<file path="config.mk">
export PLATFORM = sky130hd
export DESIGN_NAME = lrx_link_ctrl
export DESIGN_NICKNAME = d
export VERILOG_FILES = /design/src/lrx_pkg.sv /design/src/lrx_err_if.sv /design/src/lrx_err_cnt.sv /design/src/lrx_reporter.sv /design/src/lrx_link_ctrl.sv
export VERILOG_INCLUDE_DIRS = /design/src
export SDC_FILE = /design/constraint.sdc
export NUM_CORES = 2
export LEC_CHECK = 0
export ABC_AREA = 1
export BUFFER_PORTS_ARGS = -buffer_cell sky130_fd_sc_hd__buf_4
export CAP_MARGIN = 40
export CORE_MARGIN = 4
export CORE_UTILIZATION = 30
export DETAILED_ROUTE_END_ITERATION = 10
export HOLD_SLACK_MARGIN = 0.06
export MAX_ROUTING_LAYER = met4
export PLACE_DENSITY_LB_ADDON = 0.3
export SETUP_SLACK_MARGIN = 0.2
export SLEW_MARGIN = 20
export SYNTH_ARGS = -nofsm -noshare
export SYNTH_HDL_FRONTEND = slang
export SYNTH_HIERARCHICAL = 1
export SYNTH_SLANG_ARGS = --single-unit
</file>
<file path="constraint.sdc">
create_clock -name aclk -period 4.85 [get_ports aclk]
set_input_delay 0.97 -clock aclk [delete_from_list [all_inputs] [get_ports aclk]]
set_output_delay 0.97 -clock aclk [all_outputs]
set_load 0.02 [all_outputs]
</file>
<file path="src/lrx_regs.svh">
`ifndef LRX_REGS_SVH
`define LRX_REGS_SVH
// Register indices; the byte address is four times the index
`define LRX_IDX_LINK_PAGE 12'h300
`define LRX_IDX_CTRL0 12'h475
`define LRX_IDX_CTRL1 12'h476
`define LRX_IDX_TEST_CTRL 12'h477
`define LRX_IDX_ILAS_LEN 12'h478
`define LRX_IDX_THRESH 12'h47c
`define LRX_IDX_SYNC_MASK 12'h47d
`define LRX_IDX_CFG_FIRST 12'h450
`define LRX_IDX_CFG_LAST 12'h45a
`define LRX_IDX_IRQ_STAT 12'h500
`define LRX_IDX_IRQ_MASK 12'h501
`define LRX_IDX_STATUS 12'h502
// Field positions
`define LRX_SOFT_RESET_BIT 3
`define LRX_QUALIFY_BIT 4
`define LRX_CKSUM_SEL_BIT 0
`define LRX_TEST_MODE_BIT 7
`define LRX_REPEAT_BIT 5
`define LRX_QUEUE_BIT 4
`define LRX_AUTOCLR_BIT 3
// Reset values
`define LRX_CTRL0_RST 8'h00
`define LRX_CTRL1_RST 8'h10
`define LRX_TEST_RST 8'h00
`define LRX_ILAS_RST 8'h01
`define LRX_THRESH_RST 8'hff
`define LRX_MASK_RST 8'h07
// Writable bit masks
`define LRX_CTRL0_WMASK 8'hf8
`define LRX_CTRL1_WMASK 8'h1f
`define LRX_TEST_WMASK 8'hf8
`define LRX_MASK_WMASK 8'h07
// Sync request pulse length in cycles
`define LRX_SYNC_PULSE 4'h4
`endif

</file>
<file path="src/lrx_pkg.sv">
package lrx_pkg;
  localparam int LANES = 8;
  localparam int LINKS = 2;
  localparam int NCFG = 11;
  typedef logic [7:0] lrx_byte_t;
  typedef enum logic [1:0] {
    LRX_RPT_IDLE = 2'b00,
    LRX_RPT_SYNC = 2'b01,
    LRX_RPT_GAP = 2'b10
  } lrx_rpt_state_t;
endpackage

</file>
<file path="src/lrx_err_if.sv">
// Carries per-lane error flags and auto-clear requests between modules
interface lrx_err_if;
  logic [lrx_pkg::LANES*3-1:0] hit;
  logic [lrx_pkg::LANES*3-1:0] clr;
  logic trigger;
  modport counter (output hit, input clr, output trigger);
  modport reporter (input hit, output clr, input trigger);
endinterface

</file>
<file path="src/lrx_err_cnt.sv">
`include "lrx_regs.svh"
// Per-lane, per-type error counters compared against the threshold
module lrx_err_cnt (
  // Clock and reset
  input wire logic aclk,
  input wire logic rst_n,
  // Error strobes: lane*3 + {disparity, not-in-table, unexpected K}
  input wire logic [lrx_pkg::LANES*3-1:0] err_in,
  input wire logic [7:0] threshold,
  input wire logic [2:0] mask,
  // To reporter
  lrx_err_if.counter eif
);
  logic [7:0] cnt_r [lrx_pkg::LANES*3];
  logic [7:0] cnt_nxt [lrx_pkg::LANES*3];
  logic [lrx_pkg::LANES*3-1:0] hit_v;

  // Count, saturate at threshold, clear on request
  always_comb begin
    for (int i = 0; i < lrx_pkg::LANES*3; i++) begin
      cnt_nxt[i] = cnt_r[i];
      if (eif.clr[i]) begin
        cnt_nxt[i] = 8'h00;
      end else if (err_in[i] && cnt_r[i] != threshold) begin
        cnt_nxt[i] = cnt_r[i] + 8'h01;
      end
      hit_v[i] = (cnt_r[i] == threshold) && mask[i % 3];
    end
  end

  always_ff @(posedge aclk) begin
    for (int i = 0; i < lrx_pkg::LANES*3; i++) begin
      if (!rst_n) cnt_r[i] <= 8'h00;
      else cnt_r[i] <= cnt_nxt[i];
    end
  end

  assign eif.hit = hit_v;
  assign eif.trigger = |hit_v;
endmodule

</file>
<file path="src/lrx_reporter.sv">
`include "lrx_regs.svh"
// Turns counter hits into sync request pulses when grouped, or pend_in errors into one pulse each when queued
module lrx_reporter (
  // Clock and reset
  input wire logic aclk,
  input wire logic rst_n,
  // Settings
  input wire logic queued,
  input wire logic autoclr,
  input wire logic [7:0] pend_in,
  // From counters
  lrx_err_if.reporter eif,
  // Outputs
  output logic sync_req,
  output logic [7:0] pending
);
  lrx_pkg::lrx_rpt_state_t st_r, st_nxt;
  logic [3:0] tmr_r, tmr_nxt;
  logic [7:0] pend_r, pend_nxt;
  logic [lrx_pkg::LANES*3-1:0] clr_v;
  logic [lrx_pkg::LANES*3-1:0] seen_r, seen_nxt;
  logic [lrx_pkg::LANES*3-1:0] fresh;

  // One pulse per batch of fresh hits seen in idle (hits during a pulse or gap are dropped); queued mode emits one per pending error
  always_comb begin
    st_nxt = st_r;
    tmr_nxt = tmr_r;
    seen_nxt = eif.hit;
    fresh = eif.hit & ~seen_r;
    pend_nxt = pend_r;
    clr_v = '0;
    if (queued) begin
      pend_nxt = pend_r + pend_in;
    end
    if (autoclr) begin
      clr_v = fresh;
    end
    unique case (st_r)
      lrx_pkg::LRX_RPT_IDLE: begin
        if (queued && pend_r != 8'h00) begin
          pend_nxt = pend_r - 8'h01 + pend_in;
          st_nxt = lrx_pkg::LRX_RPT_SYNC;
          tmr_nxt = `LRX_SYNC_PULSE;
        end else if (!queued && |fresh) begin
          st_nxt = lrx_pkg::LRX_RPT_SYNC;
          tmr_nxt = `LRX_SYNC_PULSE;
        end
      end
      lrx_pkg::LRX_RPT_SYNC: begin
        tmr_nxt = tmr_r - 4'h1;
        if (tmr_r == 4'h1) begin
          st_nxt = lrx_pkg::LRX_RPT_GAP;
          tmr_nxt = `LRX_SYNC_PULSE;
        end
      end
      lrx_pkg::LRX_RPT_GAP: begin
        tmr_nxt = tmr_r - 4'h1;
        if (tmr_r == 4'h1) st_nxt = lrx_pkg::LRX_RPT_IDLE;
      end
      default: st_nxt = lrx_pkg::LRX_RPT_IDLE;
    endcase
  end

  always_ff @(posedge aclk) begin
    if (!rst_n) begin
      st_r <= lrx_pkg::LRX_RPT_IDLE;
      tmr_r <= 4'h0;
      pend_r <= 8'h00;
      seen_r <= '0;
    end else begin
      st_r <= st_nxt;
      tmr_r <= tmr_nxt;
      pend_r <= pend_nxt;
      seen_r <= seen_nxt;
    end
  end

  assign eif.clr = clr_v;
  assign sync_req = (st_r == lrx_pkg::LRX_RPT_SYNC);
  assign pending = pend_r;
endmodule

</file>
<file path="src/lrx_link_ctrl.sv">
// Added by the designer: the AXI4-Lite register port.
`include "lrx_regs.svh"
module lrx_link_ctrl (
  // Clock and reset
  input wire logic aclk,
  input wire logic aresetn,
  // AXI4-Lite write address
  input wire logic [13:0] s_axi_awaddr,
  input wire logic s_axi_awvalid,
  output logic s_axi_awready,
  // AXI4-Lite write data
  input wire logic [31:0] s_axi_wdata,
  input wire logic [3:0] s_axi_wstrb,
  input wire logic s_axi_wvalid,
  output logic s_axi_wready,
  // AXI4-Lite write response
  output logic [1:0] s_axi_bresp,
  output logic s_axi_bvalid,
  input wire logic s_axi_bready,
  // AXI4-Lite read address
  input wire logic [13:0] s_axi_araddr,
  input wire logic s_axi_arvalid,
  output logic s_axi_arready,
  // AXI4-Lite read data
  output logic [31:0] s_axi_rdata,
  output logic [1:0] s_axi_rresp,
  output logic s_axi_rvalid,
  input wire logic s_axi_rready,
  // Lane decoder errors, per link: lane*3 + {disparity, not-in-table, unexpected K}
  input wire logic [lrx_pkg::LANES*3-1:0] lane_err_l0,
  input wire logic [lrx_pkg::LANES*3-1:0] lane_err_l1,
  // Repeat-pattern mismatch strobe per link and lane
  input wire logic [lrx_pkg::LANES-1:0] pat_mismatch_l0,
  input wire logic [lrx_pkg::LANES-1:0] pat_mismatch_l1,
  // Link-side controls
  output logic [lrx_pkg::LINKS-1:0] link_test_mode,
  output logic [lrx_pkg::LINKS-1:0] pattern_check_en,
  output logic [lrx_pkg::LINKS-1:0] link_soft_reset,
  output logic [9:0] ilas_frames_l0,
  output logic [9:0] ilas_frames_l1,
  output logic [7:0] expected_cksum_l0,
  output logic [7:0] expected_cksum_l1,
  output logic [lrx_pkg::LINKS-1:0] sync_request_out,
  output logic irq
);
  // Register copies per link
  lrx_pkg::lrx_byte_t ctrl0_r [lrx_pkg::LINKS];
  lrx_pkg::lrx_byte_t ctrl1_r [lrx_pkg::LINKS];
  lrx_pkg::lrx_byte_t test_r [lrx_pkg::LINKS];
  lrx_pkg::lrx_byte_t ilas_r [lrx_pkg::LINKS];
  lrx_pkg::lrx_byte_t thr_r [lrx_pkg::LINKS];
  lrx_pkg::lrx_byte_t msk_r [lrx_pkg::LINKS];
  lrx_pkg::lrx_byte_t cfg_r [lrx_pkg::LINKS][lrx_pkg::NCFG];
  logic page_r;
  logic [3:0] ist_r, ist_nxt, imsk_r;
  logic [lrx_pkg::LINKS-1:0] sync_d_r;
  // Bus handshake state
  logic aw_hold_r, w_hold_r, bvalid_r, rvalid_r;
  logic awready_r, wready_r, arready_r;
  logic [11:0] aw_idx_r;
  logic [31:0] wdata_r, rdata_r;
  logic [3:0] wstrb_r;
  logic [1:0] bresp_r, rresp_r;
  logic do_wr, wr_hit;
  logic [lrx_pkg::LINKS-1:0] sync_w;
  logic [7:0] pend_w [lrx_pkg::LINKS];
  logic [lrx_pkg::LANES*3-1:0] err_q [lrx_pkg::LINKS];
  logic [lrx_pkg::LANES*3-1:0] err_raw [lrx_pkg::LINKS];
  logic [lrx_pkg::LANES-1:0] mis_raw [lrx_pkg::LINKS];
  logic [7:0] cks [lrx_pkg::LINKS];
  logic [lrx_pkg::LINKS-1:0] lrst_n;

  // Checksum of configuration bytes, either method
  function automatic logic [7:0] calc_cksum(input lrx_pkg::lrx_byte_t b [lrx_pkg::NCFG], input logic packed_m);
    logic [7:0] s;
    s = 8'h00;
    if (packed_m) begin
      for (int k = 0; k < lrx_pkg::NCFG; k++) s = s + b[k];
    end else begin
      // Individual fields: DID, BID, LID, SCR, L, F, K, M, N, CS, N', S, JESDV, CF, HD, SUBCLASS
      s = b[0] + {4'h0, b[1][3:0]} + {3'h0, b[2][4:0]} + {7'h00, b[3][7]} + {3'h0, b[3][4:0]};
      s = s + b[4] + {3'h0, b[5][4:0]} + b[6] + {3'h0, b[7][4:0]} + {6'h00, b[7][7:6]};
      s = s + {3'h0, b[8][4:0]} + {5'h00, b[8][7:5]} + {3'h0, b[9][4:0]} + {5'h00, b[9][7:5]};
      s = s + {3'h0, b[10][4:0]} + {7'h00, b[10][7]};
    end
    return s;
  endfunction

  // Error qualification and pattern errors feed the counters
  always_comb begin
    err_raw[0] = lane_err_l0;
    err_raw[1] = lane_err_l1;
    mis_raw[0] = pat_mismatch_l0;
    mis_raw[1] = pat_mismatch_l1;
    for (int l = 0; l < lrx_pkg::LINKS; l++) begin
      err_q[l] = err_raw[l];
      for (int n = 0; n < lrx_pkg::LANES; n++) begin
        if (ctrl1_r[l][`LRX_QUALIFY_BIT] && err_raw[l][n*3+1]) err_q[l][n*3+2] = 1'b0;
        if (test_r[l][`LRX_REPEAT_BIT] && !test_r[l][`LRX_TEST_MODE_BIT] && mis_raw[l][n])
          err_q[l][n*3+2] = 1'b1;
      end
      lrst_n[l] = aresetn && !ctrl0_r[l][`LRX_SOFT_RESET_BIT];
      cks[l] = calc_cksum(cfg_r[l], ctrl1_r[l][`LRX_CKSUM_SEL_BIT]);
    end
  end

  // Counter and reporter per link
  for (genvar g = 0; g < lrx_pkg::LINKS; g++) begin : g_link
    lrx_err_if eif();
    logic qmode;
    logic [7:0] pin;
    assign qmode = test_r[g][`LRX_QUEUE_BIT] && test_r[g][`LRX_REPEAT_BIT];
    assign pin = qmode ? 8'($countones(mis_raw[g])) : 8'h00;
    lrx_err_cnt u_cnt (
      .aclk(aclk),
      .rst_n(lrst_n[g]),
      .err_in(err_q[g]),
      .threshold(thr_r[g]),
      .mask(msk_r[g][2:0]),
      .eif(eif)
    );
    lrx_reporter u_rpt (
      .aclk(aclk),
      .rst_n(lrst_n[g]),
      .queued(qmode),
      .autoclr(test_r[g][`LRX_AUTOCLR_BIT]),
      .pend_in(pin),
      .eif(eif),
      .sync_req(sync_w[g]),
      .pending(pend_w[g])
    );
  end

  assign do_wr = aw_hold_r && w_hold_r && !bvalid_r;
  assign wr_hit = (aw_idx_r == `LRX_IDX_LINK_PAGE) || (aw_idx_r == `LRX_IDX_CTRL0)
    || (aw_idx_r == `LRX_IDX_CTRL1) || (aw_idx_r == `LRX_IDX_TEST_CTRL) || (aw_idx_r == `LRX_IDX_ILAS_LEN)
    || (aw_idx_r == `LRX_IDX_THRESH) || (aw_idx_r == `LRX_IDX_SYNC_MASK) || (aw_idx_r == `LRX_IDX_IRQ_STAT)
    || (aw_idx_r == `LRX_IDX_IRQ_MASK)
    || (aw_idx_r >= `LRX_IDX_CFG_FIRST && aw_idx_r <= `LRX_IDX_CFG_LAST);

  // Interrupt status: sync request rising edge per link, pending nonzero per link; set wins
  always_comb begin
    ist_nxt = ist_r;
    if (do_wr && aw_idx_r == `LRX_IDX_IRQ_STAT && wstrb_r[0]) ist_nxt = ist_r & ~wdata_r[3:0];
    ist_nxt = ist_nxt | {pend_w[1] != 8'h00, pend_w[0] != 8'h00, sync_w & ~sync_d_r};
  end

  // Bus channels and register writes
  always_ff @(posedge aclk) begin
    if (!aresetn) begin
      aw_hold_r <= 1'b0;
      w_hold_r <= 1'b0;
      awready_r <= 1'b1;
      wready_r <= 1'b1;
      bvalid_r <= 1'b0;
      bresp_r <= 2'b00;
      aw_idx_r <= 12'h000;
      wdata_r <= 32'h0;
      wstrb_r <= 4'h0;
      page_r <= 1'b0;
      ist_r <= 4'h0;
      imsk_r <= 4'h0;
      sync_d_r <= '0;
      for (int l = 0; l < lrx_pkg::LINKS; l++) begin
        ctrl0_r[l] <= `LRX_CTRL0_RST;
        ctrl1_r[l] <= `LRX_CTRL1_RST;
        test_r[l] <= `LRX_TEST_RST;
        ilas_r[l] <= `LRX_ILAS_RST;
        thr_r[l] <= `LRX_THRESH_RST;
        msk_r[l] <= `LRX_MASK_RST;
        for (int k = 0; k < lrx_pkg::NCFG; k++) cfg_r[l][k] <= 8'h00;
      end
    end else begin
      sync_d_r <= sync_w;
      ist_r <= ist_nxt;
      if (s_axi_awvalid && !aw_hold_r) begin
        aw_hold_r <= 1'b1;
        awready_r <= 1'b0;
        aw_idx_r <= s_axi_awaddr[13:2];
      end
      if (s_axi_wvalid && !w_hold_r) begin
        w_hold_r <= 1'b1;
        wready_r <= 1'b0;
        wdata_r <= s_axi_wdata;
        wstrb_r <= s_axi_wstrb;
      end
      if (do_wr) begin
        aw_hold_r <= 1'b0;
        w_hold_r <= 1'b0;
        awready_r <= 1'b1;
        wready_r <= 1'b1;
        bvalid_r <= 1'b1;
        bresp_r <= wr_hit ? 2'b00 : 2'b10;
        if (wstrb_r[0]) begin
          // Link settings reach the copy of the paged link only; the page and interrupt mask are shared
          unique case (aw_idx_r)
            `LRX_IDX_LINK_PAGE: page_r <= wdata_r[0];
            `LRX_IDX_CTRL0: ctrl0_r[page_r] <= wdata_r[7:0] & `LRX_CTRL0_WMASK;
            `LRX_IDX_CTRL1: ctrl1_r[page_r] <= wdata_r[7:0] & `LRX_CTRL1_WMASK;
            `LRX_IDX_TEST_CTRL: test_r[page_r] <= wdata_r[7:0] & `LRX_TEST_WMASK;
            `LRX_IDX_ILAS_LEN: ilas_r[page_r] <= wdata_r[7:0];
            `LRX_IDX_THRESH: thr_r[page_r] <= wdata_r[7:0];
            `LRX_IDX_SYNC_MASK: msk_r[page_r] <= wdata_r[7:0] & `LRX_MASK_WMASK;
            `LRX_IDX_IRQ_MASK: imsk_r <= wdata_r[3:0];
            default: begin
              if (aw_idx_r >= `LRX_IDX_CFG_FIRST && aw_idx_r <= `LRX_IDX_CFG_LAST)
                cfg_r[page_r][4'(aw_idx_r - `LRX_IDX_CFG_FIRST)] <= wdata_r[7:0];
            end
          endcase
        end
      end
      if (bvalid_r && s_axi_bready) bvalid_r <= 1'b0;
    end
  end

  // Read channel
  always_ff @(posedge aclk) begin
    if (!aresetn) begin
      rvalid_r <= 1'b0;
      arready_r <= 1'b1;
      rdata_r <= 32'h0;
      rresp_r <= 2'b00;
    end else if (rvalid_r) begin
      if (s_axi_rready) begin
        rvalid_r <= 1'b0;
        arready_r <= 1'b1;
      end
    end else if (s_axi_arvalid) begin
      rvalid_r <= 1'b1;
      arready_r <= 1'b0;
      rresp_r <= 2'b00;
      rdata_r <= 32'h0;
      unique case (s_axi_araddr[13:2])
        `LRX_IDX_LINK_PAGE: rdata_r <= {31'h0, page_r};
        `LRX_IDX_CTRL0: rdata_r <= {24'h0, ctrl0_r[page_r]};
        `LRX_IDX_CTRL1: rdata_r <= {24'h0, ctrl1_r[page_r]};
        `LRX_IDX_TEST_CTRL: rdata_r <= {24'h0, test_r[page_r]};
        `LRX_IDX_ILAS_LEN: rdata_r <= {24'h0, ilas_r[page_r]};
        `LRX_IDX_THRESH: rdata_r <= {24'h0, thr_r[page_r]};
        `LRX_IDX_SYNC_MASK: rdata_r <= {24'h0, msk_r[page_r]};
        `LRX_IDX_IRQ_STAT: rdata_r <= {28'h0, ist_r};
        `LRX_IDX_IRQ_MASK: rdata_r <= {28'h0, imsk_r};
        `LRX_IDX_STATUS: rdata_r <= {16'h0, pend_w[page_r], cks[page_r]};
        default: begin
          if (s_axi_araddr[13:2] >= `LRX_IDX_CFG_FIRST && s_axi_araddr[13:2] <= `LRX_IDX_CFG_LAST)
            rdata_r <= {24'h0, cfg_r[page_r][4'(s_axi_araddr[13:2] - `LRX_IDX_CFG_FIRST)]};
          else
            rresp_r <= 2'b10;
        end
      endcase
    end
  end

  // Registered link-side outputs
  always_ff @(posedge aclk) begin
    if (!aresetn) begin
      link_test_mode <= '0;
      pattern_check_en <= '0;
      link_soft_reset <= '0;
      ilas_frames_l0 <= {`LRX_ILAS_RST, 2'b00};
      ilas_frames_l1 <= {`LRX_ILAS_RST, 2'b00};
      expected_cksum_l0 <= 8'h00;
      expected_cksum_l1 <= 8'h00;
      sync_request_out <= '0;
      irq <= 1'b0;
    end else begin
      for (int l = 0; l < lrx_pkg::LINKS; l++) begin
        link_test_mode[l] <= test_r[l][`LRX_TEST_MODE_BIT];
        pattern_check_en[l] <= test_r[l][`LRX_REPEAT_BIT] && !test_r[l][`LRX_TEST_MODE_BIT];
        link_soft_reset[l] <= ctrl0_r[l][`LRX_SOFT_RESET_BIT];
      end
      ilas_frames_l0 <= {ilas_r[0], 2'b00};
      ilas_frames_l1 <= {ilas_r[1], 2'b00};
      expected_cksum_l0 <= cks[0];
      expected_cksum_l1 <= cks[1];
      sync_request_out <= sync_w;
      irq <= |(ist_nxt & imsk_r);
    end
  end

  assign s_axi_awready = awready_r;
  assign s_axi_wready = wready_r;
  assign s_axi_bvalid = bvalid_r;
  assign s_axi_bresp = bresp_r;
  assign s_axi_arready = arready_r;
  assign s_axi_rvalid = rvalid_r;
  assign s_axi_rdata = rdata_r;
  assign s_axi_rresp = rresp_r;
endmodule

</file>
-- Yosys cells after proc, flatten, opt, wreduce, memory -nomap -nowiden
Memory sizes are Yosys's and may differ from the RTL's. A register that Yosys moved wholly into a read port is not among the register bits.
Index checks and enable logic that the tools add are counted.
- RAM bits: 628
- output and inout port bits: 86
- bits in registers: 178
- word-level logic and storage cells: 865
- memories: 9
- reduce and logical (&&, ||, !) cells: 197
- magnitude comparators: 8
- $add $sub $neg: 122
- muxes and demuxes: 305
- equality and inequality tests: 128
- bitwise operators: 63
- memory list (memory ; depth ; width ; read ports ; clocked after memory_dff ; write ports ; line ; text):
    g_link[0].u_cnt.cnt_r ; 24 ; 8 ; 24 ; 0 ; 24 ; lrx_err_cnt.sv:14 ; logic [7:0] cnt_r [lrx_pkg::LANES*3];
    g_link[1].u_cnt.cnt_r ; 24 ; 8 ; 24 ; 0 ; 24 ; lrx_err_cnt.sv:14 ;
    cfg_r ; 2 ; 88 ; 3 ; 1 ; 2 ; lrx_link_ctrl.sv:53 ; lrx_pkg::lrx_byte_t cfg_r [lrx_pkg::LINKS][lrx_pkg::NCFG];
    ilas_r ; 2 ; 8 ; 3 ; 3 ; 2 ; lrx_link_ctrl.sv:50 ; lrx_pkg::lrx_byte_t ilas_r [lrx_pkg::LINKS];
    thr_r ; 2 ; 8 ; 3 ; 1 ; 2 ; lrx_link_ctrl.sv:51 ; lrx_pkg::lrx_byte_t thr_r [lrx_pkg::LINKS];
    ctrl0_r ; 2 ; 5 ; 3 ; 1 ; 2 ; lrx_link_ctrl.sv:47 ; lrx_pkg::lrx_byte_t ctrl0_r [lrx_pkg::LINKS];
    +3 memories ; n/a ; n/a ; n/a ; n/a ; n/a ; n/a ;
- operators by type and width (cell ; count):
    8-bit 2-to-1 mux ; 164
    8-bit by 1-bit adder with 8-bit output (second input constant) ; 48
    8-bit equality test ; 48
    8-bit != test ; 48
    88-bit 2-to-1 mux ; 3
    12-bit by 11-bit equality test with 1-bit output (second input constant) ; 17
    8-bit adder ; 24
    16-bit case mux with 10 select lines ; 1
    1-bit logical AND ; 148
    8-bit by 5-bit adder with 8-bit output ; 14
    1-bit 2-to-1 mux ; 105
    88-bit OR reduction ; 1
    8-bit by 4-bit adder with 8-bit output ; 6
    24-bit bitwise AND ; 2
    24-bit 2-to-1 mux ; 2
    24-bit inverter ; 2
    1-bit bitwise OR ; 48
    24-bit OR reduction ; 2
    4-bit 2-to-1 mux ; 9
    8-bit by 1-bit adder with 8-bit output ; 4
    8-bit by 3-bit adder with 8-bit output ; 4
    8-bit binary-select mux with 4-bit select ; 1
    8-bit demux with 4-bit select ; 1
    12-bit by 10-bit equality test with 1-bit output (second input constant) ; 2
    44 further kinds ; 119

-- Longest topological paths before layout
An unclocked memory read counts as a cell.
- depth in word-level cells: 21
- gate-level depth with buffers: 27
- depth with buffers taken out: 27

-- Modules after synthesis
Netlist, hierarchy kept.
- modules (own cells, without submodules) (module ; cells an instance ; times used ; sequential area each (um2) ; area an instance (um2)):
    lrx_err_cnt ; 1745 ; 2 ; 3843.7 ; 12182.9
    lrx_link_ctrl ; 2470 ; 1 ; 9268.9 ; 22816.9
    lrx_reporter at g_link[1].u_rpt ; 390 ; 1 ; 760.7 ; 2538.7
    lrx_reporter at g_link[0].u_rpt ; 391 ; 1 ; 760.7 ; 2533.7

-- Worst setup path before layout
OpenSTA, ideal clock, no wires.
- kind: input-to-reg
- start point: input port pat_mismatch_l1[0] (netlist name)
- end point: register g_link[1].u_rpt.pend_r[7]
- path buffers: 0
- slack: -222 ps
- library setup time: 116 ps
- data arrival time: 4956 ps
- stages on the path: 22
- path through: fa_1 > inv_1 > fa_1 > fa_1 > inv_1 > ha_1 > fa_1 > inv_1 > nor2_1 > inv_1 > ha_1 > inv_1 > ha_1 > fa_1 > nand3_1 > nand3_1 > a21oi_1 > o21bai_1 > nand2_1 > nand2_1 > nor2_1 > nor2_1
- word-level cells in the longest chain between the ends: 8
- RTL lines (element ; line ; text):
    start, declared ; lrx_link_ctrl.sv:34 ; input wire logic [lrx_pkg::LANES-1:0] pat_mismatch_l1,
    1-bit by 1-bit adder with 2-bit output (not written as such) (*) ; lrx_link_ctrl.sv:113 ; assign pin = qmode ? 8'($countones(mis_raw[g])) : 8'h00;
    2-bit by 2-bit adder with 3-bit output (not written as such) (*) ; lrx_link_ctrl.sv:113 ;
    3-bit by 3-bit adder with 4-bit output (not written as such) (*) ; lrx_link_ctrl.sv:113 ;
    4-bit 2-to-1 mux (*) ; lrx_link_ctrl.sv:113 ;
    net g_link[1].pin[1] ; lrx_link_ctrl.sv:111 ; logic [7:0] pin;
    8-bit by 4-bit adder with 8-bit output ; lrx_reporter.sv:33 ; pend_nxt = pend_r + pend_in;
    8-bit 2-to-1 mux ; lrx_reporter.sv:32 ; if (queued) begin
    8-bit 2-to-1 mux ; lrx_reporter.sv:40 ; if (queued && pend_r != 8'h00) begin
    8-bit 2-to-1 mux (*) ; lrx_reporter.sv:38 ; unique case (st_r)
    end signal, assigned ; lrx_reporter.sv:73 ; pend_r <= pend_nxt;
    end, declared ; lrx_reporter.sv:19 ; logic [7:0] pend_r, pend_nxt;
The timed path passes the listed nets; every way through them passes the cells marked *.
A chain may end at the register's enable or synchronous reset.

==> flow_results.org <==
** Cells and area
- Once layout is complete, the utilization of the core stands at 0.357.
- Number of filler instances in the final layout :: 17.9k
- Number of nets in the finished design :: 7,649
- From synthesis to final layout, the design area changed by 18.0%.
- Fraction of final layout cells with drive strength greater than 1 :: 0.139
- Final non-filler cell total :: 9,532
- Most frequent cells in the layout :: sky130_fd_sc_hd__nand2_1, sky130_fd_sc_hd__inv_1, sky130_fd_sc_hd__nor2_1
- Commonest non-fill, non-tap cell in the layout :: sky130_fd_sc_hd__nand2_1

** Setup path
- The worst setup path is captured at a flop.
- STA puts the critical path data required time at 5450 ps.
- In this run the worst path has a maximum fanout of 2.
- Depth of the worst register-to-register path :: 22
- Category of the worst setup path launch point :: flop
- Crit path DAT :: 5620 ps
- Critical path class :: flop to flop

** Global routing
- For this run the aggregate overflow at the end of global routing stands at 0.
- Largest net degree at the start of global routing :: 70
- Across every metal layer, demand over resource in global routing totals 0.184.
- The initial antenna violation count came to 2.
- Global-route wire length before repair :: 251 mm
- The via count of the first global-routing pass came to 43.7k.

** CTS
- CTS Hold Buffers Added :: 0
- Clock latency on the worst-skew pair :: about 740 ps
- TritonCTS built the clock tree.
- Number of H-tree levels :: 3
- The cell sitting at the root of the clock tree is a sky130_fd_sc_hd__clkbuf_16.
- Clock input transition at the sequential cells of the worst setup and hold paths :: 60 ps
- Maximum root-to-sink buffer count :: 3
- CTS sink cnt :: 801
- Buffers inserted during clock tree synthesis total 98.

** Timing
- Unrepaired setup endpoints after global routing :: yes
- Dividing the final minimum period by the clock period gives 1.03.
- Static timing analysis puts the maximum clock frequency at 199 MHz.
- Number of failing hold endpoints at the final stage :: 0
- Max-slew violation count :: 0
- Transition time at the pin with the least slew margin :: 862 ps
- Measured against its own limit, the worst slew margin works out to 0.425.
- Setup violations remaining at the end of the flow were counted as 4.
- For the final database, setup skew stands at 42.1 ps.
- After layout, the worst setup slack is -165 ps.
- Shortest clock period the worst path allows after layout :: around 5000 ps

** Die
- Pin placement for this block handled 221 I/O pins.
- Die height :: 425 um
- For this configuration, the core starts out at a cell density of 0.303.
- Core area :: 172,000 um^2
- The floorplan has 152 rows.
- The floorplan step defined a die boundary enclosing between 150,000 and 200,000 um^2.
- In this run the horizontal extent of the chip is 425 um.

** Placement
- At the end of routability-driven placement, the weighted congestion stood at 0.967.
- Counting tap cells, the placed design contains a total of 9,318 instances.
- The count of buffers added on input and output ports is 167.
- Summed over all nets, the half-perimeter wirelength after detailed placement is 123 mm.

** Power
- Dividing total power by cell area gives a power density of 363 nW/um^2.
- Combinational Power Share :: 0.330
- IR analysis of the VDD net gives a maximum drop of 0.359 mV.
- Sequential group share of total power :: 0.326
- Internal power comes to between 0.01 and 0.015 W.
- Leakage Power :: approximately 26 nW
- Net Sw Frac :: 0.334
- The share of total power dissipated in the clock network is 0.345.
- Net switching power of the design :: 0.00746 W

** Detailed routing
- Using the TritonRoute via totals, the vias-per-cell ratio works out to between 4 and 5.
- For this block, the initial DRC count from the detailed router was approximately 2.7k.
- The count of nets left with antenna violations once routing finished came out at 0.
- Wires add up to roughly 160 mm.
- The first detailed-routing pass ran for 6 iterations.
- DRC viols :: 0
- In the final routed layout, each cell accounts on average for 17.2 um.
- Vias :: ~45k

** Min path
- The worst hold path passes through 2 cells.
- The worst hold path belongs to the class input pin to flop.

** Logic synthesis
- Avg Synthesized Cell Area :: between 7 and 8 um^2
- Yosys printed 6 warnings.
- The mapped netlist covers about 52,000 um^2.
- Post-Syn Instances :: 6,703

** Flow run
- Across the run, the number of max-cap violations was 0.

** Status
- Violations in the final reports :: negative setup slack
- Status :: complete, but fails checks
[per-layer routing]
metal | up-vias | share of wire | global-route usage
li1 | 22096 | - | -
met2 | 999 | 0.51 | 0.327
met4 | 0 | 0.053 | 0.0890
met3 | 338 | 0.042 | 0.0215
met5 | - | 0 | -
met1 | 21117 | 0.40 | 0.206
[registers in the layout, summed over array words and instances, names as in the netlist, 4 cells and up, named ones only]
signal                count
test_r                   10
ilas_frames_l1            8
msk_r                     6
ilas_r                   16
ilas_frames_l0            8
g_link.u_rpt/st_r         4
g_link.u_cnt/cnt_r      384
cfg_r                   176
expected_cksum_l0         8
g_link.u_rpt/pending     16
g_link.u_rpt/tmr_r        8
thr_r                    16
imsk_r                    4
expected_cksum_l1         8
ctrl1_r                  10
wdata_r                   8
ctrl0_r                  10
s_axi_rdata              16
aw_idx_r                 12
g_link.u_rpt/seen_r      48
ist_r                     4
[worst paths after layout]
path                 start             end  slack, ps
max           cfg_r[1][50]  s_axi_rdata[4]       -160
min           s_axi_rready    s_axi_rvalid        430
max reg2reg   cfg_r[1][50]  s_axi_rdata[4]       -160
min reg2reg  s_axi_awready   s_axi_awready        460
[critical path, stage by stage (launching register included)]
cell                       delay, ps
sky130_fd_sc_hd__edfxtp_1        420
sky130_fd_sc_hd__buf_6           140
sky130_fd_sc_hd__fa_1            480
sky130_fd_sc_hd__inv_1            60
sky130_fd_sc_hd__fa_1            470
sky130_fd_sc_hd__inv_1            50
sky130_fd_sc_hd__fa_1            480
sky130_fd_sc_hd__fa_1            500
sky130_fd_sc_hd__inv_1            50
sky130_fd_sc_hd__fa_1            430
sky130_fd_sc_hd__inv_1            70
sky130_fd_sc_hd__ha_2            200
sky130_fd_sc_hd__inv_2            50
sky130_fd_sc_hd__fa_2            370
sky130_fd_sc_hd__nor2_2          140
sky130_fd_sc_hd__buf_4           120
sky130_fd_sc_hd__nor2_1           40
sky130_fd_sc_hd__a32oi_2         230
sky130_fd_sc_hd__nand2_1         190
sky130_fd_sc_hd__nand3_1         150
sky130_fd_sc_hd__nand2_1          60
sky130_fd_sc_hd__o21ai_1         160
sky130_fd_sc_hd__a21oi_1          80
[power groups by stage]
stage / registers [W] / clock network (W) / logic [W]
6_report: 0.00727 / 0.00769 / 0.00736
5_1_grt: 0.00729 / 0.00816 / 0.00819
4_1_cts: 0.00727 / 0.00788 / 0.00683
3_5_place_dp: 0.00741 / 0 / 0.00608
3_3_place_gp: 0.00741 / 0 / 0.00603
2_1_floorplan: 0.00745 / 0 / 0.00350
[cell type report]
cell class                 instances  area, um^2  area share
clock buffer                     130        2710      0.0440
tap                             2310        2890      0.0470
antenna                            1        2.50   0.0000407
multi-input combinational       4558       28400       0.463
timing repair buffer             483        3770      0.0614
inverter                        1194        4530      0.0737
sequential                       801       18500       0.301
clock inverter                    55         642      0.0104
[per-stage QoR]
| stage | setup TNS, ps | power (W) | hold WS (ps) | worst slack, ps | area (um^2) |
|---|---|---|---|---|---|
| floorplan | -76.7 | 0.0109 | 408 | -40.2 | 52300 |
| global placement | -5190 | 0.0134 | 447 | -631 | 57200 |
| detailed placement | -5610 | 0.0135 | 453 | -577 | 57300 |
| CTS | -112 | 0.0220 | 378 | -71.6 | 61100 |
| global route | -1810 | 0.0236 | 405 | -405 | 61500 |
| finish | -376 | 0.0223 | 431 | -165 | 61500 |
[timing repair]
item / CTS / global route
hold endpoints to repair: 0 / 0
resized for setup: 90 / 73
endpoints found under the setup margin: 16 / 19
buffers inserted: 14 / 13
pin swaps: 73 / 52
Note: power is estimated with default switching activity, not from simulation.
